## config.mk

```make
export PLATFORM = sky130hd
export DESIGN_NAME = emp_external_memory_port
export DESIGN_NICKNAME = d
export VERILOG_FILES = /design/src/rtl/emp_pkg.sv /design/src/rtl/emp_external_memory_port.sv /design/src/rtl/emp_strobe_seq.sv
export SDC_FILE = /design/constraint.sdc
export NUM_CORES = 1
export LEC_CHECK = 0
export ABC_AREA = 1
export BUFFER_PORTS_ARGS = -buffer_cell sky130_fd_sc_hd__buf_2
export CAP_MARGIN = 30
export CORE_MARGIN = 8
export CORE_UTILIZATION = 47
export DETAILED_ROUTE_END_ITERATION = 8
export PLACE_DENSITY = 0.74
export SETUP_SLACK_MARGIN = 0.3
export SLEW_MARGIN = 25
export SYNTH_ARGS = -nofsm -noshare
export SYNTH_HDL_FRONTEND = slang
export SYNTH_HIERARCHICAL = 1
export SYNTH_SLANG_ARGS = --single-unit
```

## constraint.sdc

```tcl
create_clock -name sys_clk -period 1.3 [get_ports sys_clk]
set_input_delay 0.13 -clock sys_clk [delete_from_list [all_inputs] [get_ports sys_clk]]
set_output_delay 0.13 -clock sys_clk [all_outputs]
set_load 0.02 [all_outputs]
```

## src/rtl/emp_pkg.sv

```systemverilog
// shared constants and types for the external memory port
package emp_pkg;
  localparam int DATA_W  = 8;
  localparam int ADDR_W  = 12;
  localparam int IADDR_W = 16;
  localparam int SEL_W   = 2;
  localparam int CNT_W   = 4;

  // region tag sits in the top nibble of the internal address
  localparam int        TAG_LSB      = 12;
  localparam logic [3:0] REGION_A_TAG = 4'h1;
  localparam logic [3:0] REGION_B_TAG = 4'h2;

  // chip select field positions, active low
  localparam int SEL_A_BIT = 0;
  localparam int SEL_B_BIT = 1;
  localparam logic [SEL_W-1:0] SEL_NONE = 2'h3;

  // timing
  localparam int CLK_PERIOD_NS = 4;
  localparam int STROBE_NS     = 32;
  localparam logic [CNT_W-1:0] STROBE_CYC =
    CNT_W'((STROBE_NS + CLK_PERIOD_NS - 1) / CLK_PERIOD_NS);

  // reset values
  localparam logic [ADDR_W-1:0] ADDR_RST = 12'h000;
  localparam logic [DATA_W-1:0] DATA_RST = 8'h00;

  typedef enum logic [1:0] {
    EMP_IDLE   = 2'b00,
    EMP_SETUP  = 2'b01,
    EMP_STROBE = 2'b10,
    EMP_HOLD   = 2'b11
  } emp_state_t;
endpackage

```

## src/rtl/emp_external_memory_port.sv

```systemverilog
// external memory port: internal request side to external memory pins
// Operation
// RULE1 - an 8-bit two-way data bus, bit 0 least significant, carries access data.
// RULE2 - between transfers the data lines keep their last level by weak keepers, not drive.
// RULE3 - during reset the data lines stay at the level they had before reset.
// RULE4 - a 12-bit address output, bit 0 least significant, names each access target.
// RULE5 - address outputs change only when a new external access starts. The code also clears them to ADDR_RST (12'h000) in reset.
// RULE6 - each chip select goes low when the internal address decodes to its region.
// RULE7 - the read strobe goes low only during external reads.
// RULE8 - the slave drives read data only while the read strobe is low.
// RULE9 - the read strobe stays high while reset is active.
// RULE10 - the write strobe goes low only during external writes, data valid meanwhile.
// RULE11 - read and write strobes never overlap and the chip select covers each strobe.
`timescale 1ns/10ps
module emp_external_memory_port (
  input  wire logic                        sys_clk,
  input  wire logic                        rstn,
  input  wire logic                        req_valid,
  input  wire logic                        req_write,
  input  wire logic [emp_pkg::IADDR_W-1:0] req_addr,
  input  wire logic [emp_pkg::DATA_W-1:0]  req_wdata,
  output logic                             req_ready,
  output logic                             rsp_valid,
  output logic                             rsp_error,
  output logic [emp_pkg::DATA_W-1:0]       rsp_rdata,
  input  wire logic [emp_pkg::DATA_W-1:0]  ext_data_bus_in,
  output logic [emp_pkg::DATA_W-1:0]       ext_data_bus_out,
  output logic                             ext_data_bus_oe,
  output logic [emp_pkg::ADDR_W-1:0]       ext_addr_bus,
  output logic                             region_select_a_n,
  output logic                             region_select_b_n,
  output logic                             ext_rd_strobe_n,
  output logic                             ext_wr_strobe_n
);
  import emp_pkg::*;

  // active-low select pair for an internal address, all ones when unmapped
  function automatic logic [SEL_W-1:0] region_decode(input logic [IADDR_W-1:0] a);
    logic [SEL_W-1:0] s;
    s = SEL_NONE;
    if (a[IADDR_W-1:TAG_LSB] == REGION_A_TAG) begin
      s[SEL_A_BIT] = 1'b0;
    end
    if (a[IADDR_W-1:TAG_LSB] == REGION_B_TAG) begin
      s[SEL_B_BIT] = 1'b0;
    end
    return s;
  endfunction

  logic                accept;
  logic                miss;
  logic                seq_busy;
  logic                seq_last;
  logic                seq_oe;
  logic                seq_rd_n;
  logic                seq_wr_n;
  logic [SEL_W-1:0]    req_sel;

  logic [ADDR_W-1:0]   addr_reg,   addr_next;
  logic [SEL_W-1:0]    sel_reg,    sel_next;
  logic                ready_reg,  ready_next;
  logic                rsp_reg,    rsp_next;
  logic                err_reg,    err_next;
  logic [DATA_W-1:0]   rdata_reg,  rdata_next;
  logic                write_reg,  write_next;
  logic [DATA_W-1:0]   keep_reg,   keep_next;
  logic [DATA_W-1:0]   sync1_reg,  sync2_reg, sync3_reg;
  logic [DATA_W-1:0]   filt_reg,   filt_next;

  assign req_sel = region_decode(req_addr);
  assign accept  = req_valid && ready_reg && (req_sel != SEL_NONE);
  assign miss    = req_valid && ready_reg && (req_sel == SEL_NONE);

  emp_strobe_seq u_seq (
    .sys_clk     (sys_clk),
    .rstn        (rstn),
    .start       (accept),
    .start_write (req_write),
    .rd_n        (seq_rd_n),
    .wr_n        (seq_wr_n),
    .drive_en    (seq_oe),
    .busy        (seq_busy),
    .last        (seq_last)
  );

  // pin input filter: a bit moves once the second and third stages agree
  always_comb begin
    for (int i = 0; i < DATA_W; i++) begin
      filt_next[i] = (sync2_reg[i] == sync3_reg[i]) ? sync3_reg[i] : filt_reg[i];
    end
  end

  always_ff @(posedge sys_clk) begin
    if (!rstn) begin
      sync1_reg <= DATA_RST;
      sync2_reg <= DATA_RST;
      sync3_reg <= DATA_RST;
      filt_reg  <= DATA_RST;
    end else begin
      sync1_reg <= ext_data_bus_in;
      sync2_reg <= sync1_reg;
      sync3_reg <= sync2_reg;
      filt_reg  <= filt_next;
    end
  end

  always_comb begin
    addr_next  = addr_reg;
    sel_next   = sel_reg;
    // an idle sequencer reopens the request side unless a request is accepted in the same cycle
    ready_next = ready_reg | !seq_busy;
    rsp_next   = 1'b0;
    err_next   = miss;
    rdata_next = rdata_reg;
    write_next = write_reg;
    keep_next  = keep_reg;
    if (accept) begin
      addr_next  = req_addr[ADDR_W-1:0]; // RULE4 RULE5
      sel_next   = req_sel; // RULE6
      ready_next = 1'b0;
      write_next = req_write;
      if (req_write) begin
        keep_next = req_wdata; // RULE1 RULE10
      end
    end
    if (seq_last) begin
      // select rises only after the strobe has already gone high
      sel_next   = SEL_NONE; // RULE11
      ready_next = 1'b1;
      rsp_next   = 1'b1;
      if (!write_reg) begin
        // slave stopped driving when the strobe rose; filter lags four cycles
        rdata_next = filt_reg; // RULE8
        keep_next  = filt_reg; // RULE2
      end else begin
        rdata_next = keep_reg;
      end
    end
    if (!rstn) begin
      keep_next = keep_reg; // RULE3
    end
  end

  // keeper level has no reset so the lines keep their pre-reset level
  always_ff @(posedge sys_clk) begin
    keep_reg <= keep_next;
  end

  always_ff @(posedge sys_clk) begin
    if (!rstn) begin
      addr_reg  <= ADDR_RST;
      sel_reg   <= SEL_NONE;
      ready_reg <= 1'b0;
      rsp_reg   <= 1'b0;
      err_reg   <= 1'b0;
      rdata_reg <= DATA_RST;
      write_reg <= 1'b0;
    end else begin
      addr_reg  <= addr_next;
      sel_reg   <= sel_next;
      ready_reg <= ready_next;
      rsp_reg   <= rsp_next;
      err_reg   <= err_next;
      rdata_reg <= rdata_next;
      write_reg <= write_next;
    end
  end

  assign req_ready         = ready_reg;
  assign rsp_valid         = rsp_reg;
  assign rsp_error         = err_reg;
  assign rsp_rdata         = rdata_reg;
  assign ext_data_bus_out  = keep_reg; // RULE1 RULE2
  assign ext_data_bus_oe   = seq_oe;
  assign ext_addr_bus      = addr_reg;
  assign region_select_a_n = sel_reg[SEL_A_BIT];
  assign region_select_b_n = sel_reg[SEL_B_BIT];
  assign ext_rd_strobe_n   = seq_rd_n; // RULE9
  assign ext_wr_strobe_n   = seq_wr_n;

  property p_strobe_excl;
    @(posedge sys_clk) disable iff (!rstn) !(!ext_rd_strobe_n && !ext_wr_strobe_n);
  endproperty
  a_strobe_excl: assert property (p_strobe_excl) else $error("strobes overlap"); // RULE11

  property p_sel_covers;
    @(posedge sys_clk) disable iff (!rstn)
      (!ext_rd_strobe_n || !ext_wr_strobe_n) |-> (region_select_a_n != region_select_b_n);
  endproperty
  a_sel_covers: assert property (p_sel_covers) else $error("strobe without select"); // RULE11

  property p_addr_hold;
    @(posedge sys_clk) disable iff (!rstn) $changed(ext_addr_bus) |-> $past(accept);
  endproperty
  a_addr_hold: assert property (p_addr_hold) else $error("address moved while idle"); // RULE5

  property p_addr_load;
    @(posedge sys_clk) disable iff (!rstn)
      accept |=> ext_addr_bus == $past(req_addr[ADDR_W-1:0]);
  endproperty
  a_addr_load: assert property (p_addr_load) else $error("address not loaded"); // RULE4

  property p_sel_decode;
    @(posedge sys_clk) disable iff (!rstn)
      accept |=> {region_select_b_n, region_select_a_n} == $past(req_sel);
  endproperty
  a_sel_decode: assert property (p_sel_decode) else $error("select decode wrong"); // RULE6

  property p_rd_len;
    @(posedge sys_clk) disable iff (!rstn)
      $fell(ext_rd_strobe_n) |-> (!ext_rd_strobe_n && !write_reg) [*8] ##1 ext_rd_strobe_n;
  endproperty
  a_rd_len: assert property (p_rd_len) else $error("read strobe length or kind wrong"); // RULE7

  property p_wr_len;
    @(posedge sys_clk) disable iff (!rstn)
      $fell(ext_wr_strobe_n) |-> (!ext_wr_strobe_n && write_reg && ext_data_bus_oe) [*8]
        ##1 ext_wr_strobe_n;
  endproperty
  a_wr_len: assert property (p_wr_len) else $error("write strobe length or kind wrong"); // RULE10

  property p_rd_reset;
    @(posedge sys_clk) !rstn |=> ext_rd_strobe_n;
  endproperty
  a_rd_reset: assert property (p_rd_reset) else $error("read strobe low after reset"); // RULE9

  property p_keep_reset;
    // case equality: the keeper level is unknown until the first access after power-up
    @(posedge sys_clk) !rstn |=> (ext_data_bus_out === $past(ext_data_bus_out));
  endproperty
  a_keep_reset: assert property (p_keep_reset) else $error("data level moved in reset"); // RULE3

  property p_idle_undriven;
    @(posedge sys_clk) disable iff (!rstn) !seq_busy |-> !ext_data_bus_oe;
  endproperty
  a_idle_undriven: assert property (p_idle_undriven) else $error("bus driven while idle"); // RULE2
endmodule

```

## src/rtl/emp_strobe_seq.sv

```systemverilog
// strobe sequencer: setup, strobe and hold phases of one external access
`timescale 1ns/10ps
module emp_strobe_seq (
  input  wire logic sys_clk,
  input  wire logic rstn,
  input  wire logic start,
  input  wire logic start_write,
  output logic      rd_n,
  output logic      wr_n,
  output logic      drive_en,
  output logic      busy,
  output logic      last
);
  import emp_pkg::*;

  emp_state_t       state_reg, state_next;
  logic [CNT_W-1:0] cnt_reg,   cnt_next;
  logic             write_reg, write_next;
  logic             rd_n_reg,  rd_n_next;
  logic             wr_n_reg,  wr_n_next;
  logic             oe_reg,    oe_next;

  always_comb begin
    state_next = state_reg;
    cnt_next   = cnt_reg;
    write_next = write_reg;
    rd_n_next  = 1'b1;
    wr_n_next  = 1'b1;
    oe_next    = oe_reg;
    unique case (state_reg)
      EMP_IDLE: begin
        oe_next = 1'b0;
        if (start) begin
          state_next = EMP_SETUP;
          write_next = start_write;
          oe_next    = start_write; // RULE1
        end
      end
      EMP_SETUP: begin
        state_next = EMP_STROBE;
        cnt_next   = STROBE_CYC - 4'h1;
        // only one strobe ever falls, chosen by direction
        rd_n_next  = write_reg; // RULE7 RULE11
        wr_n_next  = ~write_reg; // RULE10 RULE11
      end
      EMP_STROBE: begin
        if (cnt_reg == 4'h0) begin
          state_next = EMP_HOLD;
        end else begin
          cnt_next  = cnt_reg - 4'h1;
          rd_n_next = write_reg;
          wr_n_next = ~write_reg;
        end
      end
      EMP_HOLD: begin
        // data stays driven one cycle past the write strobe for hold time
        state_next = EMP_IDLE;
        oe_next    = 1'b0; // RULE2
      end
    endcase
  end

  always_ff @(posedge sys_clk) begin
    if (!rstn) begin
      state_reg <= EMP_IDLE;
      cnt_reg   <= 4'h0;
      write_reg <= 1'b0;
      rd_n_reg  <= 1'b1;
      wr_n_reg  <= 1'b1;
      oe_reg    <= 1'b0;
    end else begin
      state_reg <= state_next;
      cnt_reg   <= cnt_next;
      write_reg <= write_next;
      rd_n_reg  <= rd_n_next;
      wr_n_reg  <= wr_n_next;
      oe_reg    <= oe_next;
    end
  end

  assign rd_n     = rd_n_reg;
  assign wr_n     = wr_n_reg;
  assign drive_en = oe_reg;
  assign busy     = (state_reg != EMP_IDLE);
  assign last     = (state_reg == EMP_HOLD);
endmodule

```

# [Word-level counts from Yosys, hierarchy flattened]
# Cells that the tools add are included.
[word_totals] regBits=76 in_bits=36 output_inout_bits=36 word_cells=81
[classes] add_sub_neg=1 eq_ne=18 mux=21 n_bitwise=3 reduce_logical=13
[ops] cell="$mux 8" count=5
[ops] cell="$eq 1x1->1" count=8
[ops] cell="$mux 1" count=8
[ops] cell="$pmux 2 s4" count=1
[ops] cell="$pmux 4 s2" count=1
[ops] cell="$eq 2x2->1 const B" count=3
[ops] cell="$ne 2x2->1 const B" count=3
[ops] cell="$pmux 1 s2" count=3
[ops] cell="$reduce_and 2->1" count=3
[ops] cell="$reduce_bool 2->1" count=3
[ops] cell="$eq 4x1->1 const B" count=1
[ops] cell="$eq 4x2->1 const B" count=1
[ops] cell="$logic_not 4->1" count=1
[ops] cell="$mux 2" count=2
[ops] cell="$mux 4" count=1
[ops] cell="$sub 4x1->4 const B" count=1
[ops] cell="$logic_and 1x1->1" count=3
[ops] cell="$eq 2x1->1 const B" count=1
[ops] cell="$logic_not 2->1" count=1
[ops] cell="$ne 2x1->1 const B" count=1
[ops] cell="$not 1->1" count=2
[ops] cell="$reduce_or 2->1" count=1
[ops] cell="$logic_not 1->1" count=1
[ops] cell="$or 1x1->1" count=1

# [Depth between registers and ports, before layout]
[depth] ltp_word=7 depth_mapped=9 mapped_depth_nobuf=9

# [By module]
# The synthesis kept the hierarchy.
[modules_own_cells] module="emp_external_memory_port" instances=1 cells_each=295 area_per_inst_um2=2413.6 seq_area_each_um2=1401.3
[modules_own_cells] module="emp_strobe_seq" instances=1 cells_each=71 area_per_inst_um2=524.3 seq_area_each_um2=200.2

# [Least setup slack after synthesis]
# OpenSTA, ideal clock, no wires.
[synth_path] path_kind="reg2reg" start="reg u_seq.state_reg[1]" end="reg keep_reg[0] (netlist: ext_data_bus_out[0]) (data pin)" arrival_time_ps=1153 required_time_ps=1042 setup_slack_ps=-112 stages_incl_launch_ff=7 period_less_slack_ps=1412 cell_sequence="dfxtp_1 ha_1 inv_1 nor2_2 inv_1 nor2_1 a21oi_2"
[synth_via] elab_chain_len=2
[synth_lines] item="start, declared" line="emp_strobe_seq.sv:16" text="emp_state_t state_reg, state_next;"
[synth_lines] item="start signal, assigned" line="emp_strobe_seq.sv:72" text="state_reg <= state_next;"
[synth_lines] item="$eq 2x2->1" line="emp_strobe_seq.sv:85" text="assign last = (state_reg == EMP_HOLD);"
[synth_lines] item="$mux 8" line="emp_external_memory_port.sv:126" text="if (seq_last) begin"
[synth_lines] item="end signal, assigned" line="emp_external_memory_port.sv:146" text="keep_reg <= keep_next;"
[synth_lines] item="end, declared" line="emp_external_memory_port.sv:66" text="logic [DATA_W-1:0] keep_reg, keep_next;"
# Every way passes these cells.
# A chain may end at the register's enable or synchronous reset.

# [Final worst setup path]
[layout_path] start="reg ready_reg (netlist: req_ready)" end="reg keep_reg[6] (netlist: ext_data_bus_out[6]) (data pin)"
[layout_via] elab_chain_len=5
[layout_lines] item="start, declared" line="emp_external_memory_port.sv:61" text="logic ready_reg, ready_next;"
[layout_lines] item="start signal, assigned" line="emp_external_memory_port.sv:161" text="ready_reg <= ready_next;"
[layout_lines] item="$logic_and 1x1->1 (*) (2 in a row)" line="emp_external_memory_port.sv:71" text="assign accept = req_valid && ready_reg && (req_sel != SEL_NONE);"
[layout_lines] item="$mux 8 (*)" line="emp_external_memory_port.sv:117" text="if (accept) begin"
[layout_lines] item="$mux 8" line="emp_external_memory_port.sv:131" text="if (!write_reg) begin"
[layout_lines] item="$mux 8 (*)" line="emp_external_memory_port.sv:126"
# Mark *: on every way between the ends. The rest lies on a longest branch, timed or not.

==> impl_metrics.ini <==
[outcome]
status = finished clean

[yosys]
yosys-top-cells-area = dfxtp_1 46%, nand2_1 11%, edfxtp_1 8.2%, a21oi_1 6.6%, inv_1 6.6%
yosys.area.top_type = dfxtp_1
synth_most_common_cell = nand2_1
synth_area_sq_um = 2940
synth_top_area_share_pct = 46.3
synth-async-reset-ratio_pct = 0
netlist_instances = 366
synth-main-ff-cell = dfxtp_1
syn-num-nets = 408
yosys_register_bits = 76
synth_area_per_cell_sq_um = 8.03
synth_edf_count = 8
yosys_warnings = 6
yosys-top-cells-count = 89 x nand2_1, 68 x dfxtp_1, 52 x inv_1, 39 x a21oi_1, 33 x nor2_1
yosysSeqAreaShare_pct = 54.5
yosysUniqueCellTypes = 23

[pwr]
power_leakage_nw = 2.10
powerDensity_nw_per_um2 = 1370
ir_drop_v = 0.000901

[worst_setup_path]
critPathSlowestCell = dfxtp_4
r2r_cells = 7
path_buf_inv = 2
path_cells = nand2_4, inv_4, nand3_4, nand2_8, buf_12, a21oi_4, a21oi_2
arrival_ns = 1.39
path_delay_family = flip-flops
startpoint_type = flip-flop
required_ns = 1.41
path_max_fanout = 8
end_kind = flip-flop
critPathKind = flip-flop to flip-flop
path_depth = 7
cpPeakStageDelay_ns = 0.36

[clock_network]
clockBufferDepth = 2
root_buffer = clkbuf_8
cts_max_level = 3
clkTransAtPathRegs_ns = 0.08
clk_latency_ns = 0.36
numCtsBuffers = 9
cts_tree = built
clkSinkCount = 76

[sta]
fin_crit_sh_pct = 98.4
tns_ns = 0
rsz0062_at_grt = yes
finalSetupViolations = 0
hold_viol_final = 0
tightest_slew_ns = 0.345
slew_violations = 0
holdWs_ns = 0.0147
finalCriticalPeriod_ns = 1.28
layout_setup_ws_ns = 0.0206
relSlewSlack_pct = 77.0
skew_ns = 0.0131
fmax_mhz = 782

[routing]
drt_iter0_markers = 203
via_count = 2801
via_per_inst = 4.96
drtAntennaViolNets = 0
drt_pass1_iterations = 5
drc = 0
drt_wl_total_um = 8290
wl_per_cell_um = 14.7

[place]
gp_congestion = 0.837
dp_hpwl_um = 4820
port_buffers = 71
dp_slack_ns = -0.0482

[final_layout]
utilization_pct = 71.4
finalNetCount = 525
drive_gt1_share_pct = 45.1
largest_reg_flops = 12
num_antenna_cells = 0
syn_to_final_growth_pct = 50.7
fill_cells = 431

[floorplan]
coreArea_sq_um = 6200
die_area_sq_um = 9040
fp.dieW_um = 95.1
io_pins = 72
die_h_um = 95.1
initial_utilization_pct = 47.3
rows = 29

[min_path]
hold_class = input port to flip-flop
hold_depth = 3

[grt]
grt_overflow = 0
grt_first_pass_wirelength_um = 12800
groute.usage.overall_pct = 18.1
antenna_found_initial = 0
grt_pass1_vias = 2803
grt_start_max_net_pins = 37

[flow_run]
maxCapViolCount = 0
## report_power, final
group | switching, mW | internal [mW] | total (mW)
clock network | 0.967 | 0.736 | 1.70
logic | 0.902 | 0.757 | 1.66
registers | 0.132 | 2.56 | 2.69
## stage by stage
step / total power [mW] / instance area (sq um) / cells
after floorplan: 3.36 / 2980 / 366
after global placement: 3.64 / 3470 / 516
after detailed placement: 3.67 / 3470 / 516
after CTS: 5.84 / 4210 / 559
after global routing: 6.37 / 4430 / 565
final: 6.06 / 4430 / 565
## what timing repair did
item / in CTS / in global routing
endpoints found under the hold margin: 8 / 0
setup endpoints to repair: 66 / 71
gates cloned: 2 / 0
pin swaps: 16 / 11
buffers inserted: 17 / 6
gates resized for setup: 114 / 64
hold buffers: 8 / 0
## worst paths after layout
path                                    from                  end  slack (ns)
worst max-delay path               req_ready  ext_data_bus_out[6]        0.02
worst max register to register     req_ready  ext_data_bus_out[6]        0.02
worst min-delay path             req_addr[2]      ext_addr_bus[2]        0.01
worst min register to register  sync1_reg[4]         sync2_reg[4]        0.42
## layout by cell type (no fill, tap or decap), types with 2 or more instances in the layout
cell type,netlist,layout
o211ai_1,2,2
o21ai_2,0,8
nand2_8,0,2
buf_2,3,39
dfxtp_1,68,46
a21oi_4,0,5
nor2_1,33,31
inv_6,0,5
o21ai_0,32,13
edfxtp_1,8,8
buf_12,0,2
inv_2,2,8
nor2_4,0,3
a21oi_1,39,27
nand3_1,5,3
dfxtp_4,0,3
ha_4,0,4
nand2_2,3,9
a21oi_2,5,12
inv_4,0,4
clkbuf_8,0,9
dfxtp_2,0,19
nand3_4,0,2
nand3_2,2,2
nor2_2,5,4
clkinvlp_4,0,2
nand2_1,89,74
buf_6,2,22
inv_1,52,41
nand2_4,1,8
buf_4,0,44
dlygate4sd3_1,0,8
o21ai_1,0,11
## layer usage
metal	track usage [%]	part of all wire, %
met5	0	0
met4	8.58	2.4
met3	5.04	6.1
met2	29.9	50
met1	21.3	41
## cell families (layout without fill, tap and decap cells)
family / count (synthesis) / count (layout) / share of synthesized area (%)
adders and majority gates: 6 / 6 / 2.56
buffers and inverters: 64 / 186 / 8.82
AOI/OAI and AO/OA: 78 / 78 / 14.1
and+or+nand+nor: 142 / 142 / 20.0
DFF: 76 / 76 / 54.5
## layout make-up
| type | count | area (sq um) | area share (%) |
|---|---|---|---|
| Clock inverter | 7 | 62.6 | 1.41 |
| Clock buffer | 9 | 124 | 2.80 |
| Tap cell | 77 | 96.3 | 2.18 |
| Sequential cell | 76 | 1640 | 37.0 |
| Multi-Input combinational cell | 226 | 1390 | 31.4 |
| Inverter | 54 | 218 | 4.92 |
| Timing Repair inverter | 1 | 7.51 | 0.170 |
| Timing Repair Buffer | 115 | 893 | 20.2 |
## tightest hold or removal path: stages
cell and delay (ns):
buf_2 0.10, nand2_1 0.05, a21oi_1 0.05
Note: power is estimated with default switching activity, not from simulation.
